==> src/core/sbapp_pkg.sv <==
// Purpose: Shared constants and types for the shared bus arbiter and panel port
// Assumes: One system clock, asynchronous active-low reset
// Notes:   Bank codes sit in the top address bits; panel offsets in the low bits
package sbapp_pkg;

  localparam int          SBAPP_ADDR_W     = 20;
  localparam int          SBAPP_DATA_W     = 16;
  localparam int          SBAPP_BANK_W     = 2;
  localparam int          SBAPP_KEY_W      = 8;
  localparam int          SBAPP_KNOB_W     = 8;
  localparam int          SBAPP_LAMP_W     = 8;
  localparam int          SBAPP_REQ_MAX    = 8;

  // ----------------------------------------------------------------
  // Bank decode (top address bits)
  // ----------------------------------------------------------------
  localparam logic [1:0]  SBAPP_BANK_RAM   = 2'h0;
  localparam logic [1:0]  SBAPP_BANK_CARD  = 2'h1;
  localparam logic [1:0]  SBAPP_BANK_PANEL = 2'h2;

  // ----------------------------------------------------------------
  // Panel offsets (low address bits)
  // ----------------------------------------------------------------
  localparam logic [1:0]  SBAPP_PNL_KEY    = 2'h0;
  localparam logic [1:0]  SBAPP_PNL_KNOB   = 2'h1;
  localparam logic [1:0]  SBAPP_PNL_LAMP   = 2'h2;

  localparam logic [7:0]  SBAPP_LAMP_RST   = 8'h00;
  localparam logic [7:0]  SBAPP_KNOB_RST   = 8'h00;

  typedef struct packed {
    logic                    valid;
    logic                    wr;
    logic [SBAPP_ADDR_W-1:0] addr;
    logic [SBAPP_DATA_W-1:0] wdata;
  } sbapp_req_t;

  typedef enum logic [1:0] {
    SBAPP_SEL_RAM   = 2'b00,
    SBAPP_SEL_CARD  = 2'b01,
    SBAPP_SEL_PANEL = 2'b10,
    SBAPP_SEL_NONE  = 2'b11
  } sbapp_sel_t;

endpackage : sbapp_pkg

==> src/core/sbapp_top.sv <==
// Purpose: Shared bus arbiter, bank decoder and front-panel port
// Assumes: Requesters hold request while owning; owner's access on i_acc
// Notes:   Lowest requester index has highest priority
`timescale 1ns/100ps
module sbapp_top
  import sbapp_pkg::*;
#(
  parameter int N_REQ = 4
)(
  input  wire logic                    i_ref_clk,
  input  wire logic                    i_rst_b,
  input  wire logic [N_REQ-1:0]        i_req,
  output logic      [N_REQ-1:0]        o_gnt,
  input  wire sbapp_req_t              i_acc,
  output logic      [SBAPP_DATA_W-1:0] o_rdata,
  output logic                         o_rvalid,
  output logic                         o_ram_sel,
  output logic                         o_card_sel,
  output logic                         o_wr,
  output logic      [SBAPP_ADDR_W-1:0] o_addr,
  output logic      [SBAPP_DATA_W-1:0] o_wdata,
  input  wire logic [SBAPP_DATA_W-1:0] i_ram_rdata,
  input  wire logic [SBAPP_DATA_W-1:0] i_card_rdata,
  input  wire logic                    i_key_stb,
  input  wire logic [SBAPP_KEY_W-1:0]  i_key_code,
  input  wire logic                    i_knob_a,
  input  wire logic                    i_knob_b,
  output logic                         o_key_irq,
  output logic      [SBAPP_LAMP_W-1:0] o_lamp
);

  // Grant vector and priority loop cannot serve an empty or oversized requester set
  if (N_REQ < 1 || N_REQ > SBAPP_REQ_MAX)
  begin : g_bad_n_req
    $error("N_REQ out of range");
  end

  // ----------------------------------------------------------------
  // Functions
  // ----------------------------------------------------------------
  function automatic sbapp_sel_t bank_of(input logic [SBAPP_ADDR_W-1:0] a);
    logic [SBAPP_BANK_W-1:0] b;
    b = a[SBAPP_ADDR_W-1 -: SBAPP_BANK_W];
    if (b == SBAPP_BANK_RAM)
      return SBAPP_SEL_RAM;
    else if (b == SBAPP_BANK_CARD)
      return SBAPP_SEL_CARD;
    else if (b == SBAPP_BANK_PANEL)
      return SBAPP_SEL_PANEL;
    return SBAPP_SEL_NONE;
  endfunction : bank_of

  // ----------------------------------------------------------------
  // Input synchronisers for pins
  // ----------------------------------------------------------------
  logic [2:0] pin_s1_r;
  logic [2:0] pin_s2_r;
  logic [SBAPP_KEY_W-1:0] key_s1_r;
  logic [SBAPP_KEY_W-1:0] key_s2_r;
  logic [1:0] ab_prev_r;
  logic       stb_prev_r;

  always_ff @(posedge i_ref_clk or negedge i_rst_b)
  begin
    if (!i_rst_b)
    begin
      pin_s1_r   <= 3'h0;
      pin_s2_r   <= 3'h0;
      key_s1_r   <= 8'h00;
      key_s2_r   <= 8'h00;
      ab_prev_r  <= 2'h0;
      stb_prev_r <= 1'b0;
    end
    else
    begin
      pin_s1_r   <= {i_key_stb, i_knob_b, i_knob_a};
      pin_s2_r   <= pin_s1_r;
      key_s1_r   <= i_key_code;
      key_s2_r   <= key_s1_r;
      ab_prev_r  <= pin_s2_r[1:0];
      stb_prev_r <= pin_s2_r[2];
    end
  end

  // ----------------------------------------------------------------
  // Arbiter
  // ----------------------------------------------------------------
  logic [N_REQ-1:0] gnt_r;
  logic [N_REQ-1:0] gnt_nxt;

  always_comb
  begin
    gnt_nxt = gnt_r;
    if ((gnt_r & i_req) == '0)
    begin
      gnt_nxt = '0;
      for (int i = N_REQ - 1; i >= 0; i--)
        if (i_req[i])
          gnt_nxt = N_REQ'(1) << i;
    end
    // Owner still requesting: others wait
  end

  always_ff @(posedge i_ref_clk or negedge i_rst_b)
  begin
    if (!i_rst_b)
      gnt_r <= '0;
    else
      gnt_r <= gnt_nxt;
  end

  assign o_gnt = gnt_r;

  // ----------------------------------------------------------------
  // Bank decode and panel registers
  // ----------------------------------------------------------------
  logic                    own;
  sbapp_sel_t              sel;
  logic                    ram_sel_nxt, card_sel_nxt, rvalid_nxt, wr_nxt;
  logic                    ram_sel_r, card_sel_r, rvalid_r, wr_r;
  logic [SBAPP_ADDR_W-1:0] addr_r;
  logic [SBAPP_DATA_W-1:0] wdata_r, rdata_r, rdata_nxt;
  logic [SBAPP_LAMP_W-1:0] lamp_r, lamp_nxt;
  logic [SBAPP_KEY_W-1:0]  key_r, key_nxt;
  logic                    irq_r, irq_nxt;
  logic signed [SBAPP_KNOB_W-1:0] knob_r, knob_nxt;
  logic                    key_rd, knob_rd, key_evt, step_up, step_dn;
  logic [1:0]              ab;

  assign own     = i_acc.valid && (gnt_r != '0);
  assign sel     = bank_of(i_acc.addr);
  assign ab      = pin_s2_r[1:0];
  assign key_evt = pin_s2_r[2] && !stb_prev_r;
  assign key_rd  = own && !i_acc.wr && sel == SBAPP_SEL_PANEL
                   && i_acc.addr[1:0] == SBAPP_PNL_KEY;
  assign knob_rd = own && !i_acc.wr && sel == SBAPP_SEL_PANEL
                   && i_acc.addr[1:0] == SBAPP_PNL_KNOB;
  // Gray sequence 00-01-11-10 counts up; A leads B
  // A double step has no direction, so it is dropped rather than guessed
  assign step_up = (ab_prev_r ^ ab) != 2'h0 && (ab_prev_r ^ ab) != 2'h3
                   && !(ab_prev_r[0] ^ ab[1]);
  assign step_dn = (ab_prev_r ^ ab) != 2'h0 && (ab_prev_r ^ ab) != 2'h3
                   && (ab_prev_r[0] ^ ab[1]);

  always_comb
  begin
    ram_sel_nxt  = own && sel == SBAPP_SEL_RAM;
    card_sel_nxt = own && sel == SBAPP_SEL_CARD;
    wr_nxt       = own && i_acc.wr;
    rvalid_nxt   = own && !i_acc.wr;
    rdata_nxt    = '0;
    lamp_nxt     = lamp_r;
    key_nxt      = key_r;
    irq_nxt      = irq_r;
    knob_nxt     = knob_r;
    unique case (sel)
      SBAPP_SEL_RAM:   rdata_nxt = i_ram_rdata;
      SBAPP_SEL_CARD:  rdata_nxt = i_card_rdata;
      SBAPP_SEL_PANEL:
        unique case (i_acc.addr[1:0])
          SBAPP_PNL_KEY:  rdata_nxt = {8'h00, key_r};
          SBAPP_PNL_KNOB: rdata_nxt = {{8{knob_r[7]}}, knob_r};
          SBAPP_PNL_LAMP: rdata_nxt = {8'h00, lamp_r};
          default:        rdata_nxt = '0;
        endcase
      SBAPP_SEL_NONE:  rdata_nxt = '0;
    endcase
    if (own && i_acc.wr && sel == SBAPP_SEL_PANEL && i_acc.addr[1:0] == SBAPP_PNL_LAMP)
      lamp_nxt = i_acc.wdata[SBAPP_LAMP_W-1:0];
    if (key_rd)
      irq_nxt = 1'b0;
    // New key wins over a clearing read in the same cycle
    if (key_evt)
    begin
      key_nxt = key_s2_r;
      irq_nxt = 1'b1;
    end
    // Read clears, but a step in the same cycle is kept; pins are sampled every clock
    if (knob_rd)
      knob_nxt = SBAPP_KNOB_RST;
    if (step_up)
      knob_nxt = knob_nxt + 8'sh01;
    else if (step_dn)
      knob_nxt = knob_nxt - 8'sh01;
  end

  always_ff @(posedge i_ref_clk or negedge i_rst_b)
  begin
    if (!i_rst_b)
    begin
      ram_sel_r  <= 1'b0;
      card_sel_r <= 1'b0;
      wr_r       <= 1'b0;
      rvalid_r   <= 1'b0;
      addr_r     <= '0;
      wdata_r    <= '0;
      rdata_r    <= '0;
      lamp_r     <= SBAPP_LAMP_RST;
      key_r      <= 8'h00;
      irq_r      <= 1'b0;
      knob_r     <= SBAPP_KNOB_RST;
    end
    else
    begin
      ram_sel_r  <= ram_sel_nxt;
      card_sel_r <= card_sel_nxt;
      wr_r       <= wr_nxt;
      rvalid_r   <= rvalid_nxt;
      addr_r     <= i_acc.addr;
      wdata_r    <= i_acc.wdata;
      rdata_r    <= rdata_nxt;
      lamp_r     <= lamp_nxt;
      key_r      <= key_nxt;
      irq_r      <= irq_nxt;
      knob_r     <= knob_nxt;
    end
  end

  assign o_ram_sel  = ram_sel_r;
  assign o_card_sel = card_sel_r;
  assign o_wr       = wr_r;
  assign o_rvalid   = rvalid_r;
  assign o_addr     = addr_r;
  assign o_wdata    = wdata_r;
  assign o_rdata    = rdata_r;
  assign o_lamp     = lamp_r;
  assign o_key_irq  = irq_r;

  // ----------------------------------------------------------------
  // Checks
  // ----------------------------------------------------------------
  AST_ONEHOT_GNT: assert property (@(posedge i_ref_clk) disable iff (!i_rst_b)
    $onehot0(gnt_r)) else $error("more than one grant");
  AST_PRIO: assert property (@(posedge i_ref_clk) disable iff (!i_rst_b)
    ((gnt_r & i_req) == '0 && i_req[0]) |=> gnt_r[0]) else $error("priority broken");
  AST_HOLD: assert property (@(posedge i_ref_clk) disable iff (!i_rst_b)
    (gnt_r != '0 && (gnt_r & i_req) != '0) |=> $stable(gnt_r)) else $error("owner lost bus");
  AST_RELEASE: assert property (@(posedge i_ref_clk) disable iff (!i_rst_b)
    (gnt_r != '0 && (gnt_r & i_req) == '0 && i_req == '0) |=> gnt_r == '0)
    else $error("grant kept after release");
  AST_CARD: assert property (@(posedge i_ref_clk) disable iff (!i_rst_b)
    (own && sel == SBAPP_SEL_CARD) |=> o_card_sel && !o_ram_sel) else $error("card not selected");
  AST_RAM: assert property (@(posedge i_ref_clk) disable iff (!i_rst_b)
    (own && sel == SBAPP_SEL_RAM) |=> o_ram_sel && !o_card_sel) else $error("ram not selected");
  AST_KEY: assert property (@(posedge i_ref_clk) disable iff (!i_rst_b)
    key_evt |=> o_key_irq && key_r == $past(key_s2_r)) else $error("key not latched");
  AST_KEYCLR: assert property (@(posedge i_ref_clk) disable iff (!i_rst_b)
    (key_rd && !key_evt) |=> !o_key_irq) else $error("irq not cleared by read");
  AST_LAMP: assert property (@(posedge i_ref_clk) disable iff (!i_rst_b)
    (own && i_acc.wr && sel == SBAPP_SEL_PANEL && i_acc.addr[1:0] == SBAPP_PNL_LAMP)
    |=> o_lamp == $past(i_acc.wdata[7:0])) else $error("lamp not written");
  AST_KNOB: assert property (@(posedge i_ref_clk) disable iff (!i_rst_b)
    (!knob_rd && step_up) |=> knob_r == $past(knob_r) + 8'sh01) else $error("knob miscount");
  AST_KNOB_DN: assert property (@(posedge i_ref_clk) disable iff (!i_rst_b)
    (!knob_rd && step_dn) |=> knob_r == $past(knob_r) - 8'sh01)
    else $error("knob miscount down");
  AST_KNOB_CLR: assert property (@(posedge i_ref_clk) disable iff (!i_rst_b)
    (knob_rd && !step_up && !step_dn) |=> knob_r == 8'sh00)
    else $error("knob not cleared by read");

endmodule : sbapp_top

==> config.mk <==
export PLATFORM = sky130hd
export DESIGN_NAME = sbapp_top
export DESIGN_NICKNAME = d
export VERILOG_FILES = /design/src/core/sbapp_pkg.sv /design/src/core/sbapp_top.sv
export SDC_FILE = /design/constraint.sdc
export NUM_CORES = 1
export LEC_CHECK = 0
export ABC_CLOCK_PERIOD_IN_PS = 5200
export BUFFER_PORTS_ARGS = -buffer_cell sky130_fd_sc_hd__buf_4
export CORE_MARGIN = 5
export CORE_UTILIZATION = 52
export CTS_CLUSTER_DIAMETER = 60
export CTS_CLUSTER_SIZE = 30
export DETAILED_ROUTE_END_ITERATION = 12
export GPL_TIMING_DRIVEN = 0
export PLACE_DENSITY = 0.83
export REMOVE_ABC_BUFFERS = 1
export SYNTH_ARGS = -nofsm -noshare
export SYNTH_HDL_FRONTEND = slang
export SYNTH_SLANG_ARGS = --single-unit
==> constraint.sdc <==
create_clock -name i_ref_clk -period 5.2 [get_ports i_ref_clk]
set_input_delay 0.26 -clock i_ref_clk [delete_from_list [all_inputs] [get_ports i_ref_clk]]
set_output_delay 0.26 -clock i_ref_clk [all_outputs]
set_load 0.05 [all_outputs]
# ---- Word-level counts from Yosys, hierarchy flattened
# Index checks and enable logic that the tools add are counted.
# W data, S select, Z words.
dict set report op_classes {
  n_addsub 2
  mul 0
  div_mod_pow 0
  magnitude_cmp 0
  eq_ne 8
  n_shift 0
  mux 18
  bitwise_logic 3
  n_reduce_logical 24
}
# operator count
set op_table {}
lappend op_table {{$pmux W16 S4} 1}
lappend op_table {{$pmux W16 S3} 1}
lappend op_table {{$mux W8} 3}
lappend op_table {{$mux W4} 4}
lappend op_table {{$logic_and A1 B1 Y1} 14}
lappend op_table {{$add A8 B2 Y8 const B} 1}
lappend op_table {{$eq A2 B2 Y1 const B} 4}
lappend op_table {{$mux W2} 4}
lappend op_table {{$sub A8 B2 Y8 const B} 1}
lappend op_table {{$eq A2 B1 Y1 const B} 3}
lappend op_table {{$logic_not A2 Y1} 3}
lappend op_table {{$mux W1} 5}
lappend op_table {{$and A4 B4 Y4} 1}
lappend op_table {{$logic_not A4 Y1} 1}
lappend op_table {{$reduce_bool A2 Y1} 2}
lappend op_table {{$reduce_bool A4 Y1} 1}
lappend op_table {{$logic_not A1 Y1} 3}
lappend op_table {{$ne A2 B2 Y1 const B} 1}
lappend op_table {{$xor A2 B2 Y2} 1}
lappend op_table {{$xor A1 B1 Y1} 1}
dict set report totals {
  regBits 110
  latch_bits 0
  ram_bits 0
  romBits 0
  inputBits 87
  output_inout_bits 69
  elab_cells 73
  mem_count 0
}

# ---- Depth between registers and ports, before layout
dict set report logic_depth {
  ltp_word 12
  ltp_mapped 10
  mapped_depth_nobuf 9
}

# ---- Worst setup path after synthesis
# Ideal clock, no wire load.
dict set report synth_path {
  path_type {register to register}
  startpoint {register gnt_r[1], in the netlist o_gnt[1]}
  endpoint {register knob_r[6]}
  setup_ns 0.125
  arrival_ns 2.252
  required_time_ns 5.075
  slack_ns 2.823
  stages_incl_launch_ff 11
  n_path_buf 1
  synth_period_minus_slack_ns 2.377
  path_cell_list {dfrtp_1 o41ai_4 or3_1 buf_6 nand2_1 inv_1 ha_1 and3_1 nand3_1 a221oi_1 o2bb2ai_1}
}
dict set report synth_between {
  elab_chain_cells 9
  word_cells_on_any_way 10
  cone_classes {add/sub (2); mux (3); reduce/logical (5)}
}
# element line
set synth_lines {}
lappend synth_lines {{from (decl)} sbapp_top.sv:88} ;# logic [N_REQ-1:0] gnt_r;
lappend synth_lines {{from (signal assigned)} sbapp_top.sv:109} ;# gnt_r <= gnt_nxt;
lappend synth_lines {{$reduce_bool A4 Y1 *} sbapp_top.sv:130} ;# assign own = i_acc.valid && (gnt_r != '0);
lappend synth_lines {{$logic_and A1 B1 Y1 *} sbapp_top.sv:130}
lappend synth_lines {{$logic_and A1 B1 Y1 * (2 in a row)} sbapp_top.sv:136} ;# assign knob_rd = own && !i_acc.wr && sel == SBAPP_SEL_PANEL
lappend synth_lines {{$logic_and A1 B1 Y1 *} sbapp_top.sv:137} ;# && i_acc.addr[1:0] == SBAPP_PNL_KNOB;
lappend synth_lines {{$mux W8 *} sbapp_top.sv:179} ;# if (knob_rd)
lappend synth_lines {{$sub A8 B2 Y8} sbapp_top.sv:184} ;# knob_nxt = knob_nxt - 8'sh01;
lappend synth_lines {{$mux W8} sbapp_top.sv:183} ;# else if (step_dn)
lappend synth_lines {{$mux W8 *} sbapp_top.sv:181} ;# if (step_up)
lappend synth_lines {{named net knob_nxt[6]} sbapp_top.sv:126} ;# logic signed [SBAPP_KNOB_W-1:0] knob_r, knob_nxt;
lappend synth_lines {{to (signal assigned)} sbapp_top.sv:215} ;# knob_r <= knob_nxt;
lappend synth_lines {{to (decl)} sbapp_top.sv:126}
# Mark *: on every way through the listed nets, which the timed path passes. The rest lies on a longest branch.
# A chain may end at the register's enable or synchronous reset.

# ---- Worst setup path after layout
# Same ends and word-level chain as after synthesis.

==> impl_metrics.toml <==
[setup_path]
r2r-start = "o_gnt[1]"
required_ns = 5.45
critPathArrivalTime_ns = 2.81
end_kind = "flip-flop"
critical_path_peak_fanout = 9
crit_path_start = "o_gnt[1]"
setup.worst_path.class = "reg -> reg"
start_kind = "flip-flop"

[placement]
portBuffers = 155
place_hpwl_mm = 6.652
pre_cts_ws_ns = 2.709
gp_congestion = 0.8808
placed_area_mm2 = 0.005211
dp_cells = 528

[sta]
period_share = 0.4916
worst_pin_slew_ns = 0.7134
worst_slack_ns = 2.644
whs_ns = 0.08053
fin_skew_ns = 0.02054
finalSetupTns_ns = 0
rsz0062_at_grt = "false"
finalSetupViolations = 0
relSlewSlack = 0.5234
finalHoldViolations = 0
report.final.slew_viol_count = 0
fmax_mhz = 391.2
min_period_ns = 2.556

[global_route]
grt.total_usage = 0.2242
antenna_found_initial = 0
grt_pass1_vias = 3194
grt.busiest_layer = "met2"
grt-ovfl-total = 0
grt_use_met3 = 0.08686
met1_usage = 0.2511
gr-usage-met2 = 0.3869
grt_max_degree = 111
grt_pass1_wl_mm = 16.64

[finish]
stdcell_count = 589
drive_gt1_frac = 0.4000
post-route-util = 0.8063
fin_area_mm2 = 0.005911
nNetsFinal = 574
area_delta_synth_final_pct = 48.74
antenna_cells = 0

[die]
die_h_um = 97.42
fp-row-count = 31
dieArea_mm2 = 0.009491
die_w_um = 97.42
io-pin-count = 156
core_area_mm2 = 0.007331
start_util = 0.5421

[synth]
yosysTopAreaCell = "dfrtp_1"
async_reset_ff_frac = 1.000
synth_cell_types = 43
synthesis.area_mm2 = 0.003974
synth_ff_type = "dfrtp_1"
ys_ff_latch = 110
synth_edf_count = 0
yosysTopAreaCellShare = 0.6927
syn_area_per_cell_um2 = 13.94
yosysSeqAreaShare = 0.6927
ys_warn_count = 0
synthCells = 285
synth_area_leaders = "dfrtp_1, mux2i_1, mux2_2"

[drt]
antenna_left = 0
firstDrtPassIters = 4
routedWlPerCell_um = 18.25
num_vias = 3094
wl_mm = 10.75
drc_errors = 0
vias_per_cell = 5.253
drtIter0Drc = 185

[clock_tree]
clkTransAtPathRegs_ns = 0.12
worstSkewPairLatency_ns = 0.38
cts_tree = "yes"
cts-root-buf = "clkbuf_8"
cts_htree_levels = 3
clock_path_buffers = 2
cts_sinks = 110
cts_setup_buffers = 0
numCtsBuffers = 9

[worst_hold_path]
min_from = "i_acc[36]"
worstHoldPathType = "in -> reg"

[power_and_ir_drop]
ir_drop_mv = 0.2178
power_mw = 2.292
power.density_mw_per_mm2 = 387.8
p_leak_nw = 2.871

[outcome]
status = "completed"

[flow_run]
maxCapViolCount = 0
## kinds of logic after synthesis
| kind of cell | Yosys count | share of synthesized area |
|---|---|---|
| flops | 110 | 0.6927 |
| mux | 41 | 0.1086 |
| simple gates | 61 | 0.07745 |
| xor+xnor | 8 | 0.01763 |
| compound gates | 48 | 0.08092 |
| fa+ha+maj | 2 | 0.006296 |
| buf+inv | 15 | 0.01637 |
## timing repair
| item | in CTS | in global routing |
|---|---|---|
| endpoints found under the hold margin | 40 | 113 |
| gates resized for setup | 0 | 0 |
| hold buffers | 40 | 4 |
## critical path, cell delays in order, from the launching register on
cell	delay [ns]
dfrtp_1	0.46
o41ai_4	0.53
or3_1	0.37
nand2_1	0.18
inv_1	0.09
ha_1	0.16
and3_1	0.16
nand3_1	0.09
a221oi_1	0.29
o2bb2ai_1	0.10
## cell usage in the layout (no fill, tap or decap), types with 3 or more instances in the layout
master | netlist | routed
buf_4 | 0 | 154
nor3_1 | 3 | 3
o22ai_1 | 9 | 9
nor2_1 | 17 | 17
mux2_2 | 17 | 17
dlygate4sd3_1 | 0 | 44
mux2i_1 | 24 | 24
clkinv_8 | 0 | 3
nand2_1 | 20 | 20
inv_1 | 4 | 4
xnor2_1 | 5 | 5
o21ai_0 | 13 | 13
clkbuf_8 | 0 | 9
dfrtp_1 | 110 | 110
nand2b_1 | 3 | 3
xor2_1 | 3 | 3
a21oi_1 | 11 | 11
## report_power, final
part           leakage [nW]  switching (mW)  total, mW  internal (mW)
combinational          1.44           0.406      0.667          0.262
sequential             1.32           0.102       1.06          0.961
clock                 0.109           0.323      0.561          0.238
## cell type report
| class | count | area [µm²] |
|---|---|---|
| Tap cell | 99 | 123.9 |
| Sequential cell | 110 | 2753 |
| Fill cell | 422 | 1420 |
| Clock buffer | 9 | 123.9 |
| Multi-Input combinational cell | 160 | 1156 |
| Inverter | 4 | 15.01 |
| Timing Repair Buffer | 200 | 1635 |
| Clock inverter | 7 | 103.9 |
## path summary, 6_finish.rpt
check	to	slack, ns	cells after the start
max in group asynchronous	ab_prev_r[1]	4.31	3
min reg2reg	key_s2_r[7]	0.35	0
max reg2reg	knob_r[6]	2.64	9
min in group asynchronous	o_wdata[4]	0.21	2
min	o_rvalid	0.08	2
max	knob_r[6]	2.64	9
## state kept, by name (all words and copies together) (netlist names), 8 cells and up
signal / flops
o_addr: 20
o_rdata: 16
o_wdata: 16
key_r: 8
key_s1_r: 8
key_s2_r: 8
knob_r: 8
o_lamp: 8
## cells in the mapped netlist, types with 3 or more instances
cell	count
nor3_1	3
nand2_1	20
mux2i_1	24
o21ai_0	13
mux2_2	17
inv_1	4
xnor2_1	5
nor2_1	17
xor2_1	3
o22ai_1	9
clkbuf_1	8
nand2b_1	3
a21oi_1	11
dfrtp_1	110
## per-layer routing
metal  share of wire  up-vias
met1            0.35     1510
li1                -     1395
met5               0        -
met2            0.53      163
met4           0.025        0
met3           0.090       26
Note: power is estimated with default switching activity, not from simulation.
